<file path="src/fetx_map.vh">
`ifndef FETX_MAP_VH
`define FETX_MAP_VH
// ==========================================================
// code-groups
`define FETX_CG_IDLE 5'h1f
`define FETX_CG_J 5'h18
`define FETX_CG_K 5'h11
`define FETX_CG_T 5'h0d
`define FETX_CG_R 5'h07
`define FETX_CG_HALT 5'h04
// ==========================================================
// framing and scrambler
`define FETX_BIT_LAST 3'h4
`define FETX_SCR_ZERO 11'h000
`define FETX_SCR_FILL 6'h2a
`define FETX_SCR_TAP_A 10
`define FETX_SCR_TAP_B 8
// ==========================================================
// mlt-3 phases
`define FETX_MLT_ZP 2'h0
`define FETX_MLT_PLUS 2'h1
`define FETX_MLT_ZM 2'h2
`define FETX_MLT_MINUS 2'h3
`endif

</file>
<file path="src/fetx_code_map.v">
`timescale 1ns/10ps
`default_nettype none
// ==========================================================
// nibble to 5-bit data code-group lookup
module fetx_code_map (
  input wire [3:0] nibble,
  output reg [4:0] code
);
  always @* begin
    case (nibble)
      4'h0: code = 5'h1e;
      4'h1: code = 5'h09;
      4'h2: code = 5'h14;
      4'h3: code = 5'h15;
      4'h4: code = 5'h0a;
      4'h5: code = 5'h0b;
      4'h6: code = 5'h0e;
      4'h7: code = 5'h0f;
      4'h8: code = 5'h12;
      4'h9: code = 5'h13;
      4'ha: code = 5'h16;
      4'hb: code = 5'h17;
      4'hc: code = 5'h1a;
      4'hd: code = 5'h1b;
      4'he: code = 5'h1c;
      default: code = 5'h1d;
    endcase
  end
endmodule
`default_nettype wire

</file>
<file path="src/fetx_encoder.v">
`include "fetx_map.vh"
`timescale 1ns/10ps
`default_nettype none
// ==========================================================
// 100 Mb/s transmit path: 4B/5B, scrambler, NRZI, MLT-3.
// SYS_CLK is the bit clock; a nibble is taken every fifth cycle.
module fetx_encoder (
  input wire SYS_CLK,
  input wire RST,
  input wire TX_EN,
  input wire TX_ER,
  input wire [3:0] TXD,
  input wire [4:0] PHY_ADDRESS_PINS,
  input wire SCR_BYPASS,
  input wire FIBER_MODE,
  output reg NIBBLE_TAKE,
  output reg TX_P,
  output reg TX_N,
  output reg [1:0] MLT_LOOPBACK,
  output reg NRZI_OUT
);
  localparam ST_IDLE = 5'h01;
  localparam ST_J = 5'h02;
  localparam ST_K = 5'h04;
  localparam ST_DATA = 5'h08;
  localparam ST_R = 5'h10;

  reg [4:0] state;
  reg [4:0] next_state;
  reg [2:0] bit_cnt;
  reg [4:0] shift;
  reg [4:0] next_code;
  reg [10:0] lfsr;
  reg nrzi;
  reg [1:0] mlt;
  reg [1:0] next_mlt;
  reg take_now;
  reg seeded;
  wire [4:0] data_code;
  wire boundary;
  wire scr_bit;
  wire nrz_bit;
  wire next_nrzi;
  wire bypass;
  wire [10:0] seed;

  fetx_code_map u_map (
    .nibble(TXD),
    .code(data_code)
  );

  assign boundary = (bit_cnt == `FETX_BIT_LAST);

  // ==========================================================
  // framing state machine, advanced once per code-group
  always @* begin
    next_state = state;
    next_code = `FETX_CG_IDLE;
    take_now = 1'b0;
    case (state)
      ST_IDLE: begin
        if (TX_EN) begin
          // first preamble nibble consumed under J
          next_code = `FETX_CG_J;
          next_state = ST_K;
          take_now = 1'b1;
        end
      end
      ST_K: begin
        next_code = `FETX_CG_K;
        next_state = ST_DATA;
        take_now = 1'b1;
      end
      ST_DATA: begin
        if (!TX_EN) begin
          next_code = `FETX_CG_T;
          next_state = ST_R;
        end else begin
          take_now = 1'b1;
          // mac error mid-frame goes out as halt
          next_code = TX_ER ? `FETX_CG_HALT : data_code;
        end
      end
      ST_R: begin
        next_code = `FETX_CG_R;
        next_state = ST_IDLE;
      end
      default: begin
        next_state = ST_IDLE;
      end
    endcase
  end

  always @(posedge SYS_CLK) begin
    if (RST) begin
      state <= ST_IDLE;
      bit_cnt <= 3'h0;
      shift <= `FETX_CG_IDLE;
      NIBBLE_TAKE <= 1'b0;
    end else begin
      NIBBLE_TAKE <= 1'b0;
      if (boundary) begin
        bit_cnt <= 3'h0;
        state <= next_state;
        shift <= next_code;
        NIBBLE_TAKE <= take_now;
      end else begin
        bit_cnt <= bit_cnt + 3'h1;
        shift <= {shift[3:0], 1'b0};
      end
    end
  end

  // ==========================================================
  // scrambler; seed padded so it is never all zero
  assign seed = {PHY_ADDRESS_PINS, `FETX_SCR_FILL};
  assign scr_bit = lfsr[`FETX_SCR_TAP_A] ^ lfsr[`FETX_SCR_TAP_B];
  assign bypass = SCR_BYPASS | FIBER_MODE;
  assign nrz_bit = bypass ? shift[4] : (shift[4] ^ scr_bit);

  always @(posedge SYS_CLK) begin
    if (RST) begin
      lfsr <= {5'h00, `FETX_SCR_FILL};
    end else if (!seeded || lfsr == `FETX_SCR_ZERO) begin
      // address seed loaded first cycle after release, and on lock-up
      lfsr <= seed;
    end else begin
      lfsr <= {lfsr[9:0], scr_bit};
    end
  end

  // reseed once out of reset; address pins taken after release
  always @(posedge SYS_CLK) begin
    if (RST) begin
      seeded <= 1'b0;
    end else begin
      seeded <= 1'b1;
    end
  end

  // ==========================================================
  // nrzi, always present, and mlt-3
  assign next_nrzi = nrzi ^ nrz_bit;

  always @* begin
    next_mlt = mlt;
    if (nrz_bit) begin
      case (mlt)
        `FETX_MLT_ZP: next_mlt = `FETX_MLT_PLUS;
        `FETX_MLT_PLUS: next_mlt = `FETX_MLT_ZM;
        `FETX_MLT_ZM: next_mlt = `FETX_MLT_MINUS;
        default: next_mlt = `FETX_MLT_ZP;
      endcase
    end
  end

  always @(posedge SYS_CLK) begin
    if (RST) begin
      nrzi <= 1'b0;
      mlt <= `FETX_MLT_ZP;
      NRZI_OUT <= 1'b0;
      MLT_LOOPBACK <= `FETX_MLT_ZP;
      TX_P <= 1'b0;
      TX_N <= 1'b0;
    end else begin
      nrzi <= next_nrzi;
      mlt <= next_mlt;
      NRZI_OUT <= next_nrzi;
      MLT_LOOPBACK <= next_mlt;
      if (FIBER_MODE) begin
        // fiber: plain nrzi on the positive leg, its complement on the negative leg
        TX_P <= next_nrzi;
        TX_N <= ~next_nrzi;
      end else begin
        TX_P <= (next_mlt == `FETX_MLT_PLUS);
        TX_N <= (next_mlt == `FETX_MLT_MINUS);
      end
    end
  end
endmodule
`default_nettype wire

</file>
<file path="config.mk">
export PLATFORM = sky130hd
export DESIGN_NAME = fetx_encoder
export DESIGN_NICKNAME = d
export VERILOG_FILES = /design/src/fetx_code_map.v /design/src/fetx_encoder.v
export VERILOG_INCLUDE_DIRS = /design/src
export SDC_FILE = /design/constraint.sdc
export NUM_CORES = 1
export LEC_CHECK = 0
export ABC_AREA = 1
export BUFFER_PORTS_ARGS = -buffer_cell sky130_fd_sc_hd__buf_2
export CAP_MARGIN = 10
export CORE_ASPECT_RATIO = 1.5
export CORE_MARGIN = 2
export CORE_UTILIZATION = 55
export CTS_CLUSTER_DIAMETER = 200
export DETAILED_ROUTE_END_ITERATION = 8
export GPL_ROUTABILITY_DRIVEN = 0
export PLACE_DENSITY = 0.84
export SLEW_MARGIN = 20
export SYNTH_ARGS = -nofsm -noshare
export SYNTH_HDL_FRONTEND = slang
export SYNTH_SLANG_ARGS = --single-unit
</file>
<file path="constraint.sdc">
create_clock -name SYS_CLK -period 2 [get_ports SYS_CLK]
set_input_delay 0.6 -clock SYS_CLK [delete_from_list [all_inputs] [get_ports SYS_CLK]]
set_output_delay 0.6 -clock SYS_CLK [all_outputs]
set_load 0.05 [all_outputs]
</file>
==> metrics.md, run 1 <==
| Metric | Value |
|---|---|
| Row count | `22` |
| P_int | `roughly 930 µW` |
| Synth warn | `0` |
| Initial Util | `57.6%` |
| Dpl hpwl | `2040 µm` |
| Syn_area_per_cell | `around 7.7 µm²` |
| CTS sink cnt | `30` |
| Final Cycle Share | `79.4%` |
| Leakage | `0.000805 µW` |
| CTS clock-pin slew for the worst setup and hold paths | `90 ps` |
| Die span in y | `66.0 µm` |
| Worst relative slew slack | `between 70% and 80%` |
| Placed Cells | `227` |
| Clock Power Share | `between 20% and 30%` |
| Htree depth | `2` |
| Die footprint | `3000 µm²` |
| Core ar. | `2450 µm²` |
| FMAX | `roughly 0.63 GHz` |
| Crit path required time | `1400 ps` |
| Seq/Total Area, Yosys | `42.6%` |
| Initial DRC Count | `17` |
| Fin cells | `between 200 and 250` |
| Io pins | `21` |
| Pins Over Slew Limit | `0` |
| Setup TNS | `0 ps` |
| Slew @ Worst Pin | `312 ps` |
| Max rail drop VDD | `0.459 mV` |
| CTS buffer count | `5` |
| Register bit total from synthesis | `30` |
| CP max FO | `4` |
| Area Overhead vs Synth | `13.2%` |
| Antenna-violating nets left | `0` |
| Syn Inst Count | `184` |
| Post-Syn Nets | `203` |
| Via density | `5.32` |
| Startpoint Class | `flip-flop` |
| Initial antenna violation count | `0` |
| Part of the power in combinational logic | `23.6%` |
| Clock Skew | `about 5.2 ps` |
| CP delay by family, top | `flip-flops` |
| Worst slack at placement | `392 ps` |
| Vias | `1251` |
| Worst skew pair latency | `between 300 and 400 ps` |
| Fillers | `225` |
| Gr usage total | `20.1%` |
| Detailed-route DRC error count | `0` |
| WL final | `2540 µm` |
| CP max stage delay | `380 ps` |
| First-pass GRT wire length | `between 4000 and 5000 µm` |
| Area occupied by multi-input gates | `677 µm²` |
| Die W | `between 40 and 50 µm` |
| Diodes inserted | `0` |
| # port buffers | `20` |
| Max-Cap Viols | `0` |
| Hold_buf cts | `0` |
| Flop pwr share | `49.6%` |
| Netlist Area Pre-Place | `~1400 µm²` |
| Total net switching power | `451 µW` |
| Setup ws final | `412 ps` |
| Vias in the first global route | `1187` |
| Final Critical Period | `1590 ps` |
| Buf/Inv on CP | `1` |
| FF/Latch Area | `601 µm²` |
| Cell Chain, Critical Path | `buf_2` |
| Pin count of the biggest net entering global routing | `14` |
| Power Density | `863 nW/µm²` |
| Yosys cell types | `27` |
| Wirelength per Cell | `10.8 µm` |
| First drt pass iteration count | `4` |
| Layout cells sized above 1 | `26.1%` |
| WS Path Type | `flip-flop to primary output` |
| Root buffer cell | `clkbuf_4` |
| Post-CTS sizing | `0` |
| Post CTS Setup Buffer Count | `0` |
| # setup viols final | `0` |
| Type of the most critical hold path | `flip-flop to flip-flop` |
| Final Hold Viols | `0` |
| Clk buf depth | `2` |
| RSZ-0062 raised after global routing | `no` |
| Crit end category | `primary output` |
| Switching Share | `between 30% and 40%` |
| Congestion Overflow GR | `0` |
| Status | `finished, final reports clean` |
| Slowest cell on crit path | `dfxtp_1` |
| Critical Path AT | `between 900 and 1000 ps` |
| CTS tree | `yes` |
| # nets final | `229` |
==> routing by layer <==
layer,vias up,GRT usage [%],part of all wire [%]
met1,564,20.1,40
met3,9,5.19,5.1
li1,643,-,-
met4,0,9.56,1.9
met2,35,36.4,53
met5,-,0,0
==> layout make-up <==
type	instances	share of cell area (%)
multi-input cells	119	42.4
flip-flops and latches	30	37.6
inverters	34	8.14
repair buffers	20	6.26
clock buffers	7	3.45
well taps	24	1.88
clock inverters	1	0.313
==> sequential cells by signal, summed over array words and instances (netlist names) <==
register,cells
state,4
seeded,1
bit_cnt,3
NIBBLE_TAKE,1
mlt,2
TX_P,1
TX_N,1
lfsr,11
shift,5
nrzi,1
==> cell usage after synthesis (all sizes together) <==
cell type | count | area, µm²
a21oi | 14 | 70.1
a31oi | 2 | 12.5
clkbuf | 1 | 3.75
dfxtp | 30 | 601
ha | 4 | 50.1
inv | 34 | 130
nand2 | 39 | 174
nand3 | 21 | 133
nand3b | 1 | 7.51
nand4 | 1 | 12.5
nor2 | 14 | 57.6
nor3 | 5 | 36.3
nor4 | 1 | 21.3
o211ai | 2 | 15.0
o21ai | 7 | 35.0
o22ai | 1 | 6.26
or2 | 6 | 37.5
xnor2 | 1 | 8.76
==> layout by cell type, fill, tap and decap left out, types with 2 or more instances in the layout <==
cell	instances
a21oi_1	14
a31oi_1	2
buf_2	20
clkbuf_4	5
dfxtp_1	30
ha_1	4
inv_1	28
inv_2	5
nand2_1	32
nand2_2	5
nand2_4	2
nand3_1	17
nand3_2	3
nor2_1	12
nor2_2	2
nor3_1	4
o211ai_1	2
o21ai_0	4
o21ai_1	3
or2_2	6
==> per-stage QoR <==
step	area, µm²	total power, µW	utilization, %	hold WS (ps)
floorplan	1410	947	-	409
global placement	1540	1020	62.8	423
finish	1600	1380	65.2	440
global route	1600	1460	65.2	454
CTS	1600	1390	65.2	438
detailed placement	1540	1030	62.8	418
==> path summary, 6_finish.rpt <==
path | startpoint | to | slack (ps) | cells after the start
worst min-delay path | lfsr[1] | lfsr[2] | 440 | 2
worst max-delay path | mlt[1] | MLT_LOOPBACK[1] | 410 | 1
worst min register to register | lfsr[1] | lfsr[2] | 440 | 2
worst max register to register | bit_cnt[0] | shift[2] | 450 | 9
==> kinds of logic (layout without fill, tap and decap cells) <==
family / Yosys count / after routing / synth area share, %
compound gates: 26 / 26 / 9.84
fa+ha+maj: 4 / 4 / 3.55
flops: 30 / 30 / 42.6
simple gates: 88 / 88 / 34.0
xor+xnor: 1 / 1 / 0.621
buf+inv: 35 / 62 / 9.49
==> power by group through the flow <==
stage                     logic [µW]  registers [µW]  clock network [µW]
after floorplan                  174             773                   0
after global placement           322             698                   0
after detailed placement         328             700                   0
after CTS                        329             686                 380
after global routing             371             691                 403
final                            326             685                 368
Note: power is estimated with default switching activity, not from simulation.
==> inputs of run 2 (changes only) <==
ABC_AREA = 0   (was 1)
clock period = 1.61 ns   (was 2 ns; I/O delays follow)
==> metrics.md, run 2 <==
| Metric | Value |
|---|---|
| Final instance area | `1750 µm² (+9.5%)` |
| Max rail drop VDD | `0.728 mV (+59%)` |
| Yosys cell types | `43 (+59%)` |
| Syn_area_per_cell | `8.82 µm² (+15%)` |
| Syn Inst Count | `167 (-9.2%)` |
| Final Cycle Share | `95.3%` |
| Largest regs | `lfsr x11, shift x5, state x4` |
| Type of the most critical hold path | `primary input to flip-flop` |
| Seq/Total Area, Yosys | `40.8% (-1.8 points)` |
| Setup TNS | `0 ps (unchanged)` |
| Synth top cells by count | `30 x dfxtp_1, 17 x a21oi_1, 15 x nand2_1` |
| Area occupied by multi-input gates | `810 µm² (+20%)` |
| Cell Chain, Critical Path | `or4_4 > o31ai_4 > nand2_1 > a21oi_2` |
| First drt pass iteration count | `4 (unchanged)` |
| Worst relative slew slack | `76.0% (-3.1 points)` |
| CP max FO | `5 (+1)` |
| Crit end category | `flip-flop` |
| Io pins | `21 (unchanged)` |
| Flip-flop count of the largest register after layout | `11 (unchanged)` |
| Netlist Area Pre-Place | `1470 µm² (+4.3%)` |
| # nets final | `217 (-5.2%)` |
| Final Hold Viols | `0 (unchanged)` |
| Final Critical Period | `1530 ps` |
| Initial antenna violation count | `0 (unchanged)` |
| WS Path Type | `flip-flop to flip-flop` |
| Most frequent cells in the layout | `30 x dfxtp_1, 20 x buf_2, 16 x a21oi_1, 15 x nand2_1, 14 x nor2_1` |
| Gr usage total | `23.8% (+3.8 points)` |
| # setup viols final | `0 (unchanged)` |
| CTS tree | `yes` |
| Diodes inserted | `0 (unchanged)` |
| First-pass GRT wire length | `5220 µm (+17%)` |
| Worst skew pair latency | `280 ps (-40 ps)` |
| Pins Over Slew Limit | `0 (unchanged)` |
| Number of enable flip-flop cells after synthesis | `0 (unchanged)` |
| Startpoint Class | `flip-flop` |
| # port buffers | `20 (unchanged)` |
| CTS buffer count | `5 (unchanged)` |
| Critical Path AT | `1740 ps (+750 ps)` |
| Via density | `5.64 (+5.9%)` |
| Detailed-route DRC error count | `0 (unchanged)` |
| Initial DRC Count | `29 (+12)` |
| RSZ-0062 raised after global routing | `no` |
| Clock Skew | `4.87 ps (-0.347 ps)` |
| Congestion Overflow GR | `0 (unchanged)` |
| Wirelength per Cell | `13.5 µm (+25%)` |
| Area Overhead vs Synth | `18.8%` |
| Antenna-violating nets left | `0 (unchanged)` |
| Asr flop ratio synth | `0% (unchanged)` |
| Die footprint | `3120 µm² (+4.0%)` |
| Crit path required time | `1820 ps (+420 ps)` |
| Root buffer cell | `clkbuf_8` |
| Synth warn | `0 (unchanged)` |
| Die W | `46.3 µm (+2.0%)` |
| Commonest non-fill, non-tap cell in the layout | `dfxtp_1` |
| Vias in the first global route | `1241 (+4.5%)` |
| PnR Total Power | `1860 µW (+35%)` |
| Largest cells by area after synthesis | `dfxtp_1 41%, a21oi_1 5.8%, nand2_1 3.8%` |
| CTS sink cnt | `30 (unchanged)` |
| Fillers | `216 (-4.0%)` |
| Row count | `23 (+4.5%)` |
| Clk buf depth | `2 (unchanged)` |
| Max-Cap Viols | `0 (unchanged)` |
| WL final | `3190 µm (+26%)` |
| Core ar. | `2620 µm² (+6.9%)` |
| Post-Syn Nets | `186 (-8.4%)` |
| Register bit total from synthesis | `30 (unchanged)` |
| Status | `finished, final reports clean` |
| Area after DPL | `1650 µm² (+7.3%)` |
| Die span in y | `67.4 µm (+2.0%)` |
| FF/Latch Area | `601 µm² (unchanged)` |
| Power Density | `1070 nW/µm² (+23%)` |
| Pin count of the biggest net entering global routing | `11 (-3)` |
| Post-synth top area share | `40.8% (-1.8 points)` |
| CP max stage delay | `550 ps (+170 ps)` |
| Largest area contributor in the netlist | `dfxtp_1` |
| Count leader, synth | `dfxtp_1` |
| CTS clock-pin slew for the worst setup and hold paths | `70 ps (-20 ps)` |
| Layout cells sized above 1 | `24.1% (-1.9 points)` |
| Leakage | `0.000736 µW (-8.5%)` |
| Dpl hpwl | `2470 µm (+21%)` |
| Biggest register | `lfsr` |
| Slowest cell on crit path | `or4_4` |
| FMAX | `0.652 GHz` |
| Slew @ Worst Pin | `354 ps (+41.9 ps)` |
| Initial Util | `56.2% (-1.4 points)` |
| Vias | `1330 (+6.3%)` |
| Most used DFF post-synth | `dfxtp_1` |
| Htree depth | `2 (unchanged)` |
## run 2: what timing repair did
item / in CTS / in global routing
gates resized for setup: 0 / 1
buffers inserted: 0 / 0
setup endpoints to repair: 0 / 1
hold buffers: 0 / 0
## run 2: power by group
| group | internal, µW | total (µW) | switching (µW) | leakage (µW) |
|---|---|---|---|---|
| Combinational | 147 | 389 | 241 | 0.000441 |
| Sequential | 802 | 849 | 46.3 | 0.000248 |
| Clock | 343 | 626 | 284 | 0.0000472 |
| Total | 1290 | 1860 | 571 | 0.000736 |
## run 2: logic make-up (layout without fill, tap and decap cells)
| kind of cell | Yosys count | count (layout) | synth area share (%) |
|---|---|---|---|
| simple gates | 68 | 68 | 25.9 |
| compound gates | 47 | 47 | 21.9 |
| flops | 30 | 30 | 40.8 |
| buf+inv | 13 | 45 | 4.50 |
| xor+xnor | 5 | 5 | 3.48 |
| fa+ha+maj | 4 | 4 | 3.40 |
## run 2: path summary, 6_finish.rpt
kind                            cells past startpoint  slack [ps]           startpoint         end
worst max-delay path                                4          80              lfsr[1]    lfsr[10]
worst min-delay path                                3         430  PHY_ADDRESS_PINS[0]     lfsr[6]
worst max register to register                      4          80              lfsr[1]    lfsr[10]
worst min register to register                      1         450           bit_cnt[0]  bit_cnt[0]
## run 2: final cells by class
cell class | instances | share of cell area, %
Sequential cell | 30 | 34.3
Timing Repair Buffer | 29 | 9.59
Inverter | 8 | 1.72
Clock inverter | 2 | 0.715
Tap cell | 37 | 2.65
Clock buffer | 6 | 4.72
Multi-Input combinational cell | 124 | 46.3
## run 2: critical path: cells and delay by family, from the launching register on
family | cells | cell delay [ps]
compound gates | 2 | 490
flops | 1 | 300
simple gates | 2 | 670
## run 2: per-layer routing
layer | wire length, µm | vias up | part of all wire (%) | global-route usage [%]
li1 | - | 656 | - | -
met1 | 1230 | 612 | 38 | 24.4
met2 | 1690 | 48 | 53 | 41.0
met3 | 147 | 14 | 4.6 | 7.22
met4 | 127 | 0 | 4.0 | 13.9
met5 | 0 | - | 0 | 0
## run 2: stage by stage
stage | hold WS, ps | setup slack (ps) | utilization (%) | std cells
6_report | 434 | 75.5 | 66.8 | 236
5_1_grt | 443 | 3.43 | 66.8 | 236
4_1_cts | 418 | 13.9 | 66.7 | 236
3_5_place_dp | 444 | 28.7 | 63.0 | 228
3_3_place_gp | 424 | 110 | 63.0 | 228
2_1_floorplan | 412 | 45.6 | - | 167
